File: config.mk
export PLATFORM = sky130hd
export DESIGN_NAME = rlps_regs
export DESIGN_NICKNAME = d
export VERILOG_FILES = /design/src/verilog/rlps_pkg.sv /design/src/verilog/rlps_regs.sv /design/src/verilog/rlps_rsvd_mem.sv /design/src/verilog/rlps_ps_ctrl.sv
export SDC_FILE = /design/constraint.sdc
export NUM_CORES = 1
export LEC_CHECK = 0
export BUFFER_PORTS_ARGS = -buffer_cell sky130_fd_sc_hd__clkbuf_2
export CORE_MARGIN = 3
export CORE_UTILIZATION = 65
export DETAILED_ROUTE_END_ITERATION = 10
export PLACE_DENSITY = 0.84
export SYNTH_ARGS = -nofsm -noshare
export SYNTH_HDL_FRONTEND = slang
export SYNTH_HIERARCHICAL = 1
export SYNTH_SLANG_ARGS = --single-unit
File: constraint.sdc
create_clock -name core_clk -period 3.2 [get_ports core_clk]
set_input_delay 0.48 -clock core_clk [delete_from_list [all_inputs] [get_ports core_clk]]
set_output_delay 0.48 -clock core_clk [all_outputs]
set_load 0.02 [all_outputs]
File: src/verilog/rlps_pkg.sv
// package for the rate lock and power save register group
// assumes one byte-wide register port; offsets are byte addresses on each page
// How it works
// RL1: bit 4 of rate lock enables lets the loop lock to 270 Mbps
// RL2: bit 3 lets the loop lock to the 1.485 and 1.4835 Gbps rates
// RL3: bit 2 lets the loop lock to the 2.97 and 2.967 Gbps rates
// RL4: bit 1 lets the loop lock to the 5.94 and 5.934 Gbps rates
// RL5: bit 0 lets the loop lock to the 11.88 and 11.868 Gbps rates
// RL6: source select zero: lock pin shows coarse adaptation done on cable input
// RL7: source select one: lock pin shows carrier detect of cable input
// RL8: override clear: equalizer saves power whenever no input signal is seen
// RL9: override set: power saving follows the two-bit setting field instead
// RL10: setting 00 saves on no signal, 01 never, 11 forces; 10 reserved
// RL11: the input not selected for use is always powered down
// RL12: soft reset bit restores the equalizer page defaults and clears itself
// RL13: host must reinitialise the registers after a soft reset
// RL14: status bit 2 reads one while power saving is active
// RL15: status bit 6 reads one while a carrier is present on cable input
// RL16: reserved bits keep and read back what was written
// RL17: after reset all five rate enables read as one
package rlps_pkg;
  localparam logic [7:0] RLPS_OFS_EQ_CTRL    = 8'h00;
  localparam logic [7:0] RLPS_OFS_EQ_STAT    = 8'h01;
  localparam logic [7:0] RLPS_OFS_DRV_STAT   = 8'h02;
  localparam logic [7:0] RLPS_OFS_RSVD_FIRST = 8'h92;
  localparam logic [7:0] RLPS_OFS_RATE_LOCK  = 8'hA0;
  localparam logic [7:0] RLPS_RST_EQ_CTRL    = 8'h08;
  localparam logic [7:0] RLPS_RST_RATE_LOCK  = 8'h1F;
  localparam int         RLPS_RSVD_COUNT     = 11;
  // reserved defaults, index 0 at the lowest offset
  localparam logic [7:0] RLPS_RSVD_RESET [RLPS_RSVD_COUNT] = '{
    8'h2C, 8'h32, 8'h37, 8'h3E, 8'h3F, 8'h04, 8'h04, 8'h04, 8'h06, 8'h04, 8'h04};
  localparam logic [7:0] RLPS_RSVD_OFS [RLPS_RSVD_COUNT] = '{
    8'h92, 8'h93, 8'h94, 8'h95, 8'h98, 8'h99, 8'h9A, 8'h9B, 8'h9C, 8'h9D, 8'h9E};
  localparam int RLPS_BIT_SRC_SEL = 7;
  localparam int RLPS_BIT_PS_OV   = 5;
  localparam int RLPS_BIT_PS_HI   = 4;
  localparam int RLPS_BIT_PS_LO   = 3;
  localparam int RLPS_BIT_SOFT    = 2;
  localparam int RLPS_BIT_CD_STAT = 6;
  localparam int RLPS_BIT_PS_STAT = 2;
  localparam logic [1:0] RLPS_PS_NO_SIGNAL = 2'h0;
  localparam logic [1:0] RLPS_PS_NEVER     = 2'h1;
  localparam logic [1:0] RLPS_PS_FORCE     = 2'h3;

  typedef struct packed {
    logic       wr;
    logic       rd;
    logic [7:0] addr;
    logic [7:0] wdata;
  } rlps_req_t;

  typedef struct packed {
    logic       sd;
    logic       hd;
    logic       g3;
    logic       g6;
    logic       g12;
  } rlps_rate_en_t;
endpackage

File: src/verilog/rlps_regs.sv
// top of the rate lock and power save register group
// assumes a byte-wide register port, one access per cycle, synchronous inputs
`timescale 1ns/1ps
module rlps_regs (
  // clock and reset
  input  wire logic                      core_clk,
  input  wire logic                      rst_n,
  // register port
  input  wire rlps_pkg::rlps_req_t       req,
  output logic [7:0]                     rdata,
  output logic                           rvalid,
  // equalizer side
  input  wire logic                      coarse_adapt_done,
  input  wire logic                      carrier_present_indication,
  input  wire logic                      cable_input_selected,
  output logic                           lock_status,
  output logic                           power_save,
  // recovery loop
  output rlps_pkg::rlps_rate_en_t        rate_lock_allow
);
  typedef struct packed {
    logic [7:0] eq_ctrl;
    logic [7:0] rate_lock;
    logic [7:0] rdata_p;
    logic       rd_p;
    logic       sel_rsvd;
    logic [7:0] rdata;
    logic       rvalid;
    logic       lock_status;
    logic [4:0] rate_allow;
  } rlps_st_t;
  rlps_st_t st;
  rlps_st_t next_st;

  function automatic logic [4:0] rsvd_index(input logic [7:0] a);
    logic [4:0] r;
    r = 5'h1F;
    for (int i = 0; i < rlps_pkg::RLPS_RSVD_COUNT; i++) begin
      if (a == rlps_pkg::RLPS_RSVD_OFS[i]) r = 5'(i);
    end
    return r;
  endfunction

  logic [4:0] ridx;
  logic       rsvd_hit;
  logic [7:0] rsvd_rdata;
  logic       ps_now;
  logic [7:0] eq_stat;
  logic [7:0] drv_stat;
  logic       wr_eq;
  logic       wr_rate;
  logic       rd_eq;
  logic       rd_rate;
  logic       rd_eq_stat;
  logic       rd_drv_stat;

  assign ridx     = rsvd_index(req.addr);
  assign rsvd_hit = (ridx != 5'h1F);

  // address decodes used by the checks below
  assign wr_eq       = req.wr && (req.addr == rlps_pkg::RLPS_OFS_EQ_CTRL);
  assign wr_rate     = req.wr && (req.addr == rlps_pkg::RLPS_OFS_RATE_LOCK);
  assign rd_eq       = req.rd && (req.addr == rlps_pkg::RLPS_OFS_EQ_CTRL);
  assign rd_rate     = req.rd && (req.addr == rlps_pkg::RLPS_OFS_RATE_LOCK);
  assign rd_eq_stat  = req.rd && (req.addr == rlps_pkg::RLPS_OFS_EQ_STAT);
  assign rd_drv_stat = req.rd && (req.addr == rlps_pkg::RLPS_OFS_DRV_STAT);

  rlps_rsvd_mem u_rsvd (
    .core_clk (core_clk),
    .rst_n    (rst_n),
    .wr_en    (req.wr && rsvd_hit),
    .idx      (ridx[3:0]),
    .wdata    (req.wdata),
    .rdata    (rsvd_rdata)
  );

  rlps_ps_ctrl u_ps (
    .core_clk             (core_clk),
    .rst_n                (rst_n),
    .power_save_override  (st.eq_ctrl[rlps_pkg::RLPS_BIT_PS_OV]),
    .power_save_setting   (st.eq_ctrl[rlps_pkg::RLPS_BIT_PS_HI:rlps_pkg::RLPS_BIT_PS_LO]),
    .carrier_present      (carrier_present_indication),
    .cable_input_selected (cable_input_selected),
    .power_save           (ps_now)
  );

  always_comb begin
    eq_stat = 8'h00;
    eq_stat[rlps_pkg::RLPS_BIT_CD_STAT] = carrier_present_indication; // RL15
    eq_stat[0] = coarse_adapt_done;
    drv_stat = 8'h00;
    drv_stat[rlps_pkg::RLPS_BIT_PS_STAT] = ps_now; // RL14
  end

  always_comb begin
    next_st = st;
    next_st.rd_p = req.rd;
    next_st.sel_rsvd = req.rd && rsvd_hit;
    // soft reset pulse lasts one cycle and never reads back as one
    if (st.eq_ctrl[rlps_pkg::RLPS_BIT_SOFT]) begin
      next_st.eq_ctrl = rlps_pkg::RLPS_RST_EQ_CTRL; // RL12
    end
    if (req.wr) begin
      case (req.addr)
        rlps_pkg::RLPS_OFS_EQ_CTRL:   next_st.eq_ctrl = req.wdata; // RL16
        rlps_pkg::RLPS_OFS_RATE_LOCK: next_st.rate_lock = req.wdata; // RL16
        default: ;
      endcase
    end
    if (req.rd) begin
      case (req.addr)
        rlps_pkg::RLPS_OFS_EQ_CTRL: begin
          next_st.rdata_p = st.eq_ctrl & ~(8'h01 << rlps_pkg::RLPS_BIT_SOFT); // RL12
        end
        rlps_pkg::RLPS_OFS_EQ_STAT:   next_st.rdata_p = eq_stat;
        rlps_pkg::RLPS_OFS_DRV_STAT:  next_st.rdata_p = drv_stat;
        rlps_pkg::RLPS_OFS_RATE_LOCK: next_st.rdata_p = st.rate_lock;
        default:                      next_st.rdata_p = 8'h00;
      endcase
    end
    // second read stage keeps every output a plain flop, at one more cycle of latency
    next_st.rvalid = st.rd_p;
    if (st.rd_p) begin
      next_st.rdata = st.sel_rsvd ? rsvd_rdata : st.rdata_p;
    end
    if (st.eq_ctrl[rlps_pkg::RLPS_BIT_SRC_SEL]) begin
      next_st.lock_status = carrier_present_indication; // RL7
    end else begin
      next_st.lock_status = coarse_adapt_done; // RL6
    end
    next_st.rate_allow = st.rate_lock[4:0]; // RL1 RL2 RL3 RL4 RL5
  end

  always_ff @(posedge core_clk) begin
    if (!rst_n) begin
      st.eq_ctrl     <= rlps_pkg::RLPS_RST_EQ_CTRL;
      st.rate_lock   <= rlps_pkg::RLPS_RST_RATE_LOCK; // RL17
      st.rdata_p     <= 8'h00;
      st.rd_p        <= 1'b0;
      st.sel_rsvd    <= 1'b0;
      st.rdata       <= 8'h00;
      st.rvalid      <= 1'b0;
      st.lock_status <= 1'b0;
      st.rate_allow  <= 5'h1F;
    end else begin
      st <= next_st;
    end
  end

  assign rdata            = st.rdata;
  assign rvalid           = st.rvalid;
  assign lock_status      = st.lock_status;
  assign power_save       = ps_now;
  assign rate_lock_allow  = st.rate_allow;

  // rate enables: a write lands in the register, then in the loop enables one cycle later
  AST_RATE_FOLLOW: assert property (@(posedge core_clk) disable iff (!rst_n) // RL1
    wr_rate |-> ##2 rate_lock_allow == $past(req.wdata[4:0], 2))
    else $error("rate enables did not follow write");
  AST_SD_OFF: assert property (@(posedge core_clk) disable iff (!rst_n) // RL1
    wr_rate && !req.wdata[4] |-> ##2 !rate_lock_allow.sd)
    else $error("270M lock still allowed");
  AST_SD_ON: assert property (@(posedge core_clk) disable iff (!rst_n) // RL1
    wr_rate && req.wdata[4] |-> ##2 rate_lock_allow.sd)
    else $error("270M lock not allowed");
  AST_HD_OFF: assert property (@(posedge core_clk) disable iff (!rst_n) // RL2
    wr_rate && !req.wdata[3] |-> ##2 !rate_lock_allow.hd)
    else $error("1.5G lock still allowed");
  AST_HD_ON: assert property (@(posedge core_clk) disable iff (!rst_n) // RL2
    wr_rate && req.wdata[3] |-> ##2 rate_lock_allow.hd)
    else $error("1.5G lock not allowed");
  AST_G3_OFF: assert property (@(posedge core_clk) disable iff (!rst_n) // RL3
    wr_rate && !req.wdata[2] |-> ##2 !rate_lock_allow.g3)
    else $error("3G lock still allowed");
  AST_G3_ON: assert property (@(posedge core_clk) disable iff (!rst_n) // RL3
    wr_rate && req.wdata[2] |-> ##2 rate_lock_allow.g3)
    else $error("3G lock not allowed");
  AST_G6_OFF: assert property (@(posedge core_clk) disable iff (!rst_n) // RL4
    wr_rate && !req.wdata[1] |-> ##2 !rate_lock_allow.g6)
    else $error("6G lock still allowed");
  AST_G6_ON: assert property (@(posedge core_clk) disable iff (!rst_n) // RL4
    wr_rate && req.wdata[1] |-> ##2 rate_lock_allow.g6)
    else $error("6G lock not allowed");
  AST_G12_OFF: assert property (@(posedge core_clk) disable iff (!rst_n) // RL5
    wr_rate && !req.wdata[0] |-> ##2 !rate_lock_allow.g12)
    else $error("12G lock still allowed");
  AST_G12_ON: assert property (@(posedge core_clk) disable iff (!rst_n) // RL5
    wr_rate && req.wdata[0] |-> ##2 rate_lock_allow.g12)
    else $error("12G lock not allowed");
  AST_RATE_HOLD: assert property (@(posedge core_clk) disable iff (!rst_n) // RL1
    !wr_rate |=> $stable(st.rate_lock))
    else $error("rate enables changed without a write");
  AST_RATE_RESET: assert property (@(posedge core_clk) disable iff (!rst_n) // RL17
    $rose(rst_n) |-> rate_lock_allow == 5'h1F
    && st.rate_lock == rlps_pkg::RLPS_RST_RATE_LOCK)
    else $error("rate enables not all set after reset");

  // lock pin source
  AST_LOCK_CD: assert property (@(posedge core_clk) disable iff (!rst_n) // RL7
    st.eq_ctrl[rlps_pkg::RLPS_BIT_SRC_SEL] |=> lock_status == $past(carrier_present_indication))
    else $error("lock pin not carrier");
  AST_LOCK_ADAPT: assert property (@(posedge core_clk) disable iff (!rst_n) // RL6
    !st.eq_ctrl[rlps_pkg::RLPS_BIT_SRC_SEL] |=> lock_status == $past(coarse_adapt_done))
    else $error("lock pin not adaptation");

  // soft reset: restores the page one cycle after the write and never reads back as one
  AST_SOFT_CLR: assert property (@(posedge core_clk) disable iff (!rst_n) // RL12
    wr_eq && req.wdata[rlps_pkg::RLPS_BIT_SOFT] ##1 !wr_eq
    |=> st.eq_ctrl == rlps_pkg::RLPS_RST_EQ_CTRL) else $error("soft reset failed");
  AST_SOFT_ONCE: assert property (@(posedge core_clk) disable iff (!rst_n) // RL12
    st.eq_ctrl[rlps_pkg::RLPS_BIT_SOFT] && !wr_eq
    |=> st.eq_ctrl == rlps_pkg::RLPS_RST_EQ_CTRL) else $error("soft reset bit stuck");
  AST_SOFT_RD: assert property (@(posedge core_clk) disable iff (!rst_n) // RL12
    rd_eq |=> ##1 rvalid
    && rdata == ($past(st.eq_ctrl, 2) & ~(8'h01 << rlps_pkg::RLPS_BIT_SOFT)))
    else $error("control byte read back wrong");

  // written bytes read back unchanged, reserved bits included, except a control byte written with the soft reset bit set
  AST_EQ_KEEP: assert property (@(posedge core_clk) disable iff (!rst_n) // RL16
    wr_eq && !req.wdata[rlps_pkg::RLPS_BIT_SOFT] ##1 !req.wr ##1 rd_eq
    |=> ##1 rdata == $past(req.wdata, 4)) else $error("control byte not kept");
  AST_RATE_KEEP: assert property (@(posedge core_clk) disable iff (!rst_n) // RL16
    wr_rate ##1 !req.wr ##1 rd_rate
    |=> ##1 rdata == $past(req.wdata, 4)) else $error("rate byte not kept");
  AST_RSVD_KEEP: assert property (@(posedge core_clk) disable iff (!rst_n) // RL16
    req.wr && rsvd_hit ##1 !req.wr ##1 req.rd && req.addr == $past(req.addr, 2)
    |=> ##1 rdata == $past(req.wdata, 4)) else $error("reserved byte not kept");

  // status reads
  AST_PS_STAT: assert property (@(posedge core_clk) disable iff (!rst_n) // RL14
    rd_drv_stat |=> ##1 rvalid && rdata[2] == $past(power_save, 2))
    else $error("power save status wrong");
  AST_CD_STAT: assert property (@(posedge core_clk) disable iff (!rst_n) // RL15
    rd_eq_stat |=> ##1 rvalid && rdata[6] == $past(carrier_present_indication, 2))
    else $error("carrier status wrong");
endmodule

File: src/verilog/rlps_rsvd_mem.sv
// reserved byte store: eleven read/write bytes with registered read data
// assumes index already decoded by the caller
`timescale 1ns/1ps
module rlps_rsvd_mem #(
  parameter int DEPTH = rlps_pkg::RLPS_RSVD_COUNT
) (
  // clock and reset
  input  wire logic             core_clk,
  input  wire logic             rst_n,
  // access
  input  wire logic             wr_en,
  input  wire logic [3:0]       idx,
  input  wire logic [7:0]       wdata,
  output logic      [7:0]       rdata
);
  typedef struct packed {
    logic [DEPTH-1:0][7:0] mem;
    logic [7:0]            rdata;
  } rlps_mem_st_t;
  rlps_mem_st_t st;
  rlps_mem_st_t next_st;

  always_comb begin
    next_st = st;
    if (wr_en && (32'(idx) < DEPTH)) begin
      next_st.mem[idx] = wdata; // RL16
    end
    next_st.rdata = (32'(idx) < DEPTH) ? st.mem[idx] : 8'h00;
  end

  always_ff @(posedge core_clk) begin
    if (!rst_n) begin
      for (int i = 0; i < DEPTH; i++) begin
        st.mem[i] <= rlps_pkg::RLPS_RSVD_RESET[i];
      end
      st.rdata <= 8'h00;
    end else begin
      st <= next_st;
    end
  end
  assign rdata = st.rdata;
endmodule

File: src/verilog/rlps_ps_ctrl.sv
// power save decision for the cable equalizer input
// assumes carrier and input selection are synchronous levels
`timescale 1ns/1ps
module rlps_ps_ctrl (
  // clock and reset
  input  wire logic       core_clk,
  input  wire logic       rst_n,
  // controls
  input  wire logic       power_save_override,
  input  wire logic [1:0] power_save_setting,
  input  wire logic       carrier_present,
  input  wire logic       cable_input_selected,
  // result
  output logic            power_save
);
  typedef struct packed {
    logic ps;
  } rlps_ps_st_t;
  rlps_ps_st_t st;
  rlps_ps_st_t next_st;

  always_comb begin
    next_st = st;
    if (!cable_input_selected) begin
      next_st.ps = 1'b1; // RL11
    end else if (!power_save_override) begin
      next_st.ps = !carrier_present; // RL8
    end else begin
      case (power_save_setting) // RL9
        rlps_pkg::RLPS_PS_NO_SIGNAL: next_st.ps = !carrier_present; // RL10
        rlps_pkg::RLPS_PS_NEVER:     next_st.ps = 1'b0; // RL10
        rlps_pkg::RLPS_PS_FORCE:     next_st.ps = 1'b1; // RL10
        // reserved code treated as automatic; safer than powering down blindly
        default:                     next_st.ps = !carrier_present;
      endcase
    end
  end

  always_ff @(posedge core_clk) begin
    if (!rst_n) begin
      st.ps <= 1'b0;
    end else begin
      st <= next_st;
    end
  end
  assign power_save = st.ps;

  AST_PS_SELECT: assert property (@(posedge core_clk) disable iff (!rst_n) // RL11
    !cable_input_selected |=> power_save) else $error("unused input not powered down");
  AST_PS_AUTO: assert property (@(posedge core_clk) disable iff (!rst_n) // RL8
    cable_input_selected && !power_save_override |=> power_save == !$past(carrier_present))
    else $error("auto power save wrong");
  AST_PS_FORCE: assert property (@(posedge core_clk) disable iff (!rst_n) // RL10
    cable_input_selected && power_save_override
    && power_save_setting == rlps_pkg::RLPS_PS_FORCE |=> power_save)
    else $error("forced power save missing");
  AST_PS_NEVER: assert property (@(posedge core_clk) disable iff (!rst_n) // RL9
    cable_input_selected && power_save_override
    && power_save_setting == rlps_pkg::RLPS_PS_NEVER |=> !power_save)
    else $error("power save while disabled");
  AST_PS_NO_SIG: assert property (@(posedge core_clk) disable iff (!rst_n) // RL10
    cable_input_selected && power_save_override
    && power_save_setting == rlps_pkg::RLPS_PS_NO_SIGNAL
    |=> power_save == !$past(carrier_present))
    else $error("no-signal power save wrong");
endmodule

=== Yosys cells after proc, flatten, opt, wreduce, memory -nomap -nowiden ===
Cells that the tools add are included.

* Register bits after elaboration: 138
* Latch bits: 0
* RAM bits: 0
* ROM bits: 0
* Output and inout bits: 16
* Logic and storage cells: 76
* Memories: 0

* Add/sub/neg operators: 0
* $mul: 0
* Div/mod/pow operators: 0
* Order comparisons: 3
* Equality and inequality tests: 17
* Shift-type cells: 0
* Multiplexer cells: 26
* Bitwise gates (word level): 0
* Reduce and logical (&&, ||, !) cells: 8

{| class="wikitable"
|+ Operators by type and width
! kind !! count
|-
| 8-bit equality test (second input constant) || 12
|-
| 88-bit bitwise mux || 1
|-
| 5-bit 2-to-1 mux || 11
|-
| 8-bit 2-to-1 mux || 6
|-
| 8-bit binary-select mux with 4-bit select || 1
|-
| 8-bit demux with 4-bit select || 1
|-
| 8-bit case mux with 4 select lines || 1
|-
| 16-bit 2-to-1 mux || 1
|-
| 8-bit by 1-bit equality test with 1-bit output (second input constant) || 1
|-
| 8-bit by 2-bit equality test with 1-bit output (second input constant) || 1
|-
| 8-bit logical NOT || 1
|-
| 4-bit by 5-bit < comparator with 1-bit output (second input constant) || 1
|-
| 5-bit != test (second input constant) || 1
|-
| 4-bit by 1-bit greater-or-equal comparator with 1-bit output (second input constant) || 1
|-
| 1-bit logical AND || 4
|-
| 4-bit < comparator (second input constant) || 1
|-
| 2-bit AND reduction || 2
|-
| 1-bit 2-to-1 mux || 3
|-
| 2-bit by 1-bit equality test with 1-bit output (second input constant) || 1
|-
| 2-bit equality test (second input constant) || 1
|-
| 1-bit case mux with 2 select lines || 1
|-
| 1-bit logical NOT || 1
|}

=== Longest topological paths before layout ===
* Word-level depth: 17
* Mapped depth: 10

=== By module ===
Netlist, hierarchy kept.

{| class="wikitable"
|+ By module, submodules not included
! module !! instances !! cells an instance !! area an instance (sq um) !! sequential area each (sq um)
|-
| rlps_rsvd_mem || 1 || 467 || 4,393.0 || 1,921.8
|-
| rlps_regs || 1 || 207 || 1,879.3 || 820.8
|-
| rlps_ps_ctrl || 1 || 5 || 46.3 || 20.0
|}

=== Worst setup path before layout ===
OpenSTA, ideal clock, no wires.

* Path kind: in2reg
* Start point: input port req[14] (netlist bit)
* End point: register u_rsvd/st[17] (netlist bit)
* Library setup time: 0.129 ns
* Arrival: 2.136 ns
* Data required time: 3.071 ns
* Setup slack: 0.934 ns
* Stages: 10
* Path buffers: 2
* Cell sequence: and4bb_2 o21ai_0 a31o_2 nor2_1 buf_4 nand3b_4 or3_1 buf_2 mux2i_1 nand2_1

* Cells in the longest elaborated chain, start to end: 17

{| class="wikitable"
|+ RTL lines
! what !! line !! RTL
|-
| start, declared || rlps_regs.sv:9 || <nowiki>input wire rlps_pkg::rlps_req_t req,</nowiki>
|-
| 8-bit equality test || rlps_regs.sv:39 || <nowiki>if (a == rlps_pkg::RLPS_RSVD_OFS[i]) r = 5'(i);</nowiki>
|-
| 5-bit 2-to-1 mux (10 in series) || rlps_regs.sv:39 ||
|-
| 5-bit 2-to-1 mux * || rlps_regs.sv:39 ||
|-
| 4-bit by 5-bit < comparator with 1-bit output (not written as such) / 4-bit by 1-bit greater-or-equal comparator with 1-bit output (equally long branches) || rlps_rsvd_mem.sv:26 || <nowiki>next_st.mem[idx] = wdata;</nowiki>
|-
| 1-bit logical AND (not written as such) || rlps_rsvd_mem.sv:26 ||
|-
| 8-bit 2-to-1 mux (not written as such) || rlps_rsvd_mem.sv:26 ||
|-
| 8-bit demux with 4-bit select || n/a ||
|-
| 88-bit bitwise mux || rlps_rsvd_mem.sv:26 ||
|-
| end signal, assigned || rlps_rsvd_mem.sv:38 || <nowiki>st <= next_st;</nowiki>
|-
| end, declared || rlps_rsvd_mem.sv:20 || <nowiki>rlps_mem_st_t st;</nowiki>
|}

Mark *: on every way between the ends. The rest lies on a longest branch, timed or not.
A chain may end at the register's enable or synchronous reset.

=== Final worst setup path ===
* Start point: input port req[13] (netlist bit)
* End point: register u_rsvd/st[84] (netlist bit)

The elaborated chain is that of the path after synthesis.

==> run_summary.xml <==
<?xml version="1.0" encoding="UTF-8"?>
<metrics>
  <group name="clocking">
    <metric name="htree_num_levels" unit="">4</metric>
    <metric name="cts_hold_repair.buffers" unit="">0</metric>
    <metric name="cts.path.max_buffers" unit="">2</metric>
    <metric name="post_cts_resized" unit="">0</metric>
    <metric name="clk_transition_reported_paths" unit="ps">60</metric>
    <metric name="cts_tree" unit="">done</metric>
    <metric name="clkSinkCount" unit="">138</metric>
    <metric name="tritoncts.num_buffers" unit="">17</metric>
    <metric name="post-cts-setup-buffers" unit="">0</metric>
    <metric name="insertion_delay" unit="ps">520</metric>
    <metric name="cts_root_buffer" unit="">sky130_fd_sc_hd__clkbuf_8</metric>
  </group>
  <group name="sta">
    <metric name="worst_clock_skew" unit="ps">6.530</metric>
    <metric name="period_share" unit="%">79.11</metric>
    <metric name="tightest_slew" unit="ps">738.5</metric>
    <metric name="rsz0062_at_grt" unit="">no</metric>
    <metric name="fmax" unit="MHz">395.0</metric>
    <metric name="finalMaxSlewViolations" unit="">0</metric>
    <metric name="setup_viol" unit="">0</metric>
    <metric name="layout_min_cycle_time" unit="ps">2532</metric>
    <metric name="worst_slack" unit="ps">668.4</metric>
    <metric name="fin_tns_setup" unit="ps">0</metric>
    <metric name="hold_violations" unit="">0</metric>
    <metric name="max-slew-margin-rel" unit="%">50.64</metric>
  </group>
  <group name="synth">
    <metric name="synth.yosys.warnings" unit="">6</metric>
    <metric name="synth_sequential_area_ratio" unit="%">43.72</metric>
    <metric name="synth-edff-count" unit="">0</metric>
    <metric name="yosys.cell_types.count" unit="">59</metric>
    <metric name="postSynth.asyncResetShare" unit="%">0</metric>
    <metric name="yosysMostFrequentCell" unit="">sky130_fd_sc_hd__dfxtp_1</metric>
    <metric name="post-synth-top-area-fraction" unit="%">43.72</metric>
    <metric name="synth.area.top_cells" unit="">sky130_fd_sc_hd__dfxtp_1 44%, sky130_fd_sc_hd__mux2i_1 12%, sky130_fd_sc_hd__nand2_1 6.7%</metric>
    <metric name="yosys_register_bits" unit="">138</metric>
    <metric name="syn-mean-instance-area" unit="sq um">9.306</metric>
    <metric name="post_synth_instance_area" unit="sq mm">0.006319</metric>
    <metric name="synth_top_flop_cell" unit="">sky130_fd_sc_hd__dfxtp_1</metric>
    <metric name="netlist_top_cells_count" unit="">138 x sky130_fd_sc_hd__dfxtp_1, 113 x sky130_fd_sc_hd__nand2_1, 78 x sky130_fd_sc_hd__mux2i_1</metric>
    <metric name="syn_inst" unit="">679</metric>
    <metric name="synth_largest_area_cell" unit="">sky130_fd_sc_hd__dfxtp_1</metric>
    <metric name="mappedNetlistNets" unit="">702</metric>
  </group>
  <group name="hold_path">
    <metric name="hold_path_class" unit="">in -&gt; reg</metric>
    <metric name="min_delay_path_depth" unit="">2</metric>
    <metric name="hold-path-endpoint" unit="">u_ps/power_save</metric>
    <metric name="worstHoldStart" unit="">cable_input_selected</metric>
  </group>
  <group name="final_layout">
    <metric name="areaGrowthSynthToFinish" unit="%">10.57</metric>
    <metric name="final_nets" unit="">701</metric>
    <metric name="num_antenna_cells" unit="">0</metric>
    <metric name="drive_gt1_share" unit="%">16.21</metric>
    <metric name="design_area" unit="sq mm">0.006987</metric>
  </group>
  <group name="worst_setup_path">
    <metric name="worstSetupStartpointType" unit="">primary input</metric>
    <metric name="worst-r2r-setup-slack" unit="ps">1900</metric>
    <metric name="reg2reg_depth" unit="">3</metric>
    <metric name="critPathMostFrequentCell" unit="">sky130_fd_sc_hd__nor2_1</metric>
    <metric name="crit_path_max_fanout" unit="">18</metric>
    <metric name="worst_endpoint_data_arrival_time" unit="ps">2960</metric>
    <metric name="r2r-start" unit="">u_rsvd/st[48]</metric>
    <metric name="endpoint_kind_of_the_worst_setup_timing_path" unit="">flop</metric>
    <metric name="path_cells" unit="">clkbuf_2, and4bb_2, o21ai_0, a31o_2, nor2_1, nand3b_4, buf_4, nor2_1, nand2_1, a21boi_0</metric>
    <metric name="critical_path.slowest_cell" unit="">sky130_fd_sc_hd__nor2_1</metric>
    <metric name="worstSetupPathType" unit="">in -&gt; reg</metric>
    <metric name="cp_data_required_time" unit="ps">3630</metric>
    <metric name="rr_endpoint" unit="">u_rsvd/rdata[0]</metric>
    <metric name="max_stage_delay" unit="ps">540</metric>
  </group>
  <group name="detailed_routing">
    <metric name="initial_drc_count" unit="">492</metric>
    <metric name="number_of_design_rule_violations_left_after_detail_routing" unit="">0</metric>
    <metric name="finalWirelength" unit="microns">15780</metric>
    <metric name="dr.pass1.iters" unit="">7</metric>
    <metric name="wirelength_per_cell" unit="microns">19.25</metric>
    <metric name="antenna_violating_nets_remaining" unit="">0</metric>
    <metric name="vias" unit="">5162</metric>
    <metric name="detail_route.vias_per_cell" unit="">6.295</metric>
  </group>
  <group name="power_and_ir_drop">
    <metric name="share_of_total_power_in_combinational_logic" unit="%">4.1</metric>
    <metric name="power.clock.fraction" unit="%">51.5</metric>
    <metric name="worst_voltage_drop_across_the_vdd_grid" unit="mV">0.4220</metric>
    <metric name="netSwitchingFraction" unit="%">21.54</metric>
    <metric name="powerDensity" unit="mW/mm^2">559.5</metric>
    <metric name="sequentialPowerShare" unit="%">44.4</metric>
    <metric name="power.net_switching" unit="mW">0.8419</metric>
    <metric name="p_leak" unit="nW">2.952</metric>
    <metric name="power_report.internal_total" unit="mW">3.067</metric>
  </group>
  <group name="place">
    <metric name="place_ws" unit="ps">246.6</metric>
    <metric name="placed_cell_area" unit="sq mm">0.006379</metric>
    <metric name="global_placement_routability_congestion" unit="">0.9039</metric>
    <metric name="port-buffer-count" unit="">38</metric>
    <metric name="hpwl" unit="microns">9943</metric>
  </group>
  <group name="die">
    <metric name="core" unit="sq mm">0.009328</metric>
    <metric name="ios" unit="">39</metric>
    <metric name="start_util" unit="%">67.74</metric>
    <metric name="fp.dieH" unit="microns">104.6</metric>
    <metric name="die-width" unit="microns">104.6</metric>
    <metric name="die_area" unit="sq mm">0.01094</metric>
    <metric name="floorplan.rows" unit="">35</metric>
  </group>
  <group name="grt">
    <metric name="grt_overall_usage" unit="%">29.15</metric>
    <metric name="maximum_number_of_pins_on_one_net_before_global_route_repair" unit="">69</metric>
    <metric name="grt_antenna_before_repair" unit="">0</metric>
    <metric name="grt-ovfl-total" unit="">0</metric>
    <metric name="grt_first_pass_wirelength" unit="microns">25370</metric>
    <metric name="first_global_vias" unit="">5029</metric>
  </group>
  <group name="run_status">
    <metric name="result_of_the_run" unit="">complete, no violations</metric>
  </group>
  <group name="job">
    <metric name="maxCapViolations" unit="">0</metric>
  </group>
</metrics>
==> cell usage in the layout, fill, tap and decap left out, types with 3 or more instances in the layout <==
master                        n
sky130_fd_sc_hd__bufinv_16    4
sky130_fd_sc_hd__nand3_2      3
sky130_fd_sc_hd__a21o_1       3
sky130_fd_sc_hd__a22oi_1      8
sky130_fd_sc_hd__buf_4       17
sky130_fd_sc_hd__nor2b_1     27
sky130_fd_sc_hd__o211a_1      8
sky130_fd_sc_hd__dfxtp_1    138
sky130_fd_sc_hd__or3b_1       3
sky130_fd_sc_hd__nor2_2       5
sky130_fd_sc_hd__o21ai_0     55
sky130_fd_sc_hd__clkbuf_16   16
sky130_fd_sc_hd__clkbuf_2    37
sky130_fd_sc_hd__a31oi_1      4
sky130_fd_sc_hd__a21oi_1      8
sky130_fd_sc_hd__nand4b_1     6
sky130_fd_sc_hd__nor2_1      14
sky130_fd_sc_hd__nand3_1     19
sky130_fd_sc_hd__nor3_1       4
sky130_fd_sc_hd__nand2b_1     6
sky130_fd_sc_hd__a21boi_0    33
sky130_fd_sc_hd__a21boi_1     5
sky130_fd_sc_hd__clkbuf_1     3
sky130_fd_sc_hd__inv_1        4
sky130_fd_sc_hd__clkinv_2     3
sky130_fd_sc_hd__a211oi_1     3
sky130_fd_sc_hd__mux2i_1     78
sky130_fd_sc_hd__o21ai_1      8
sky130_fd_sc_hd__mux4_2       8
sky130_fd_sc_hd__nand2_1    113
sky130_fd_sc_hd__o32ai_1      5
sky130_fd_sc_hd__or3_1        3
==> worst max-delay path by stage <==
stage | from | to | slack (ps)
6_report | req[13] | u_rsvd/st[84] | 670
5_1_grt | req[9] | u_rsvd/st[51] | 510
4_1_cts | req[13] | u_rsvd/st[84] | 750
3_5_place_dp | req[13] | u_rsvd/st[86] | 250
3_3_place_gp | req[13] | u_rsvd/st[86] | 360
2_1_floorplan | req[14] | u_rsvd/st[17] | 930
==> logic make-up after synthesis <==
group                  Yosys count  synth area share (%)
XOR/XNOR                         1                0.1386
multiplexers                    87                 15.39
AND/OR/NAND/NOR                223                 18.20
AO/OA/AOI/OAI                  152                 15.76
flip-flops                     138                 43.72
buffers and inverters           78                 6.792
==> flip-flops by register name (all words and copies together), names as in the netlist <==
register / count
lock_status: 1
next_st: 6
rate_lock_allow: 5
rdata: 8
rvalid: 1
st: 20
u_ps/power_save: 1
u_rsvd/rdata: 8
u_rsvd/st: 88
==> stage by stage <==
stage | instances | utilization [%] | hold WS, ps | total power, mW
finish | 820 | 74.90 | 177.4 | 3.909
global route | 820 | 74.90 | 168.9 | 4.007
CTS | 820 | 74.90 | 159.9 | 3.923
detailed placement | 788 | 68.38 | 441.0 | 1.929
global placement | 788 | 68.38 | 439.1 | 1.924
floorplan | 679 | - | 424.4 | 1.883
==> cell type report <==
| class | instances | area, sq um |
|---|---|---|
| Clock buffer | 21 | 439.2 |
| Clock inverter | 11 | 168.9 |
| Tap cell | 129 | 161.4 |
| Inverter | 4 | 15.01 |
| Sequential cell | 138 | 2763 |
| Multi-Input combinational cell | 463 | 3127 |
| Timing Repair Buffer | 54 | 312.8 |
| Fill cell | 647 | 2341 |
==> metal layers <==
metal  GRT usage [%]  up-vias  share of wire (%)
met1           35.98     2444                 40
met2           47.79      292                 48
met3           6.300       70                7.5
met5               0        -                  0
met4           15.56        0                4.5
li1                -     2356                  -
==> worst max-delay path: cells and delay by family <==
kind,cells,cell delay [ps]
buffers and inverters,2,400
AND/OR/NAND/NOR,5,1510
AO/OA/AOI/OAI,3,560
==> power groups by stage <==
stage	clock network [mW]	logic, mW	registers, mW
detailed placement	0	0.157	1.77
CTS	2.03	0.158	1.73
global placement	0	0.153	1.77
floorplan	0	0.113	1.77
global route	2.10	0.171	1.74
finish	2.01	0.161	1.73
No activity file was read; power rests on OpenSTA's default activity.
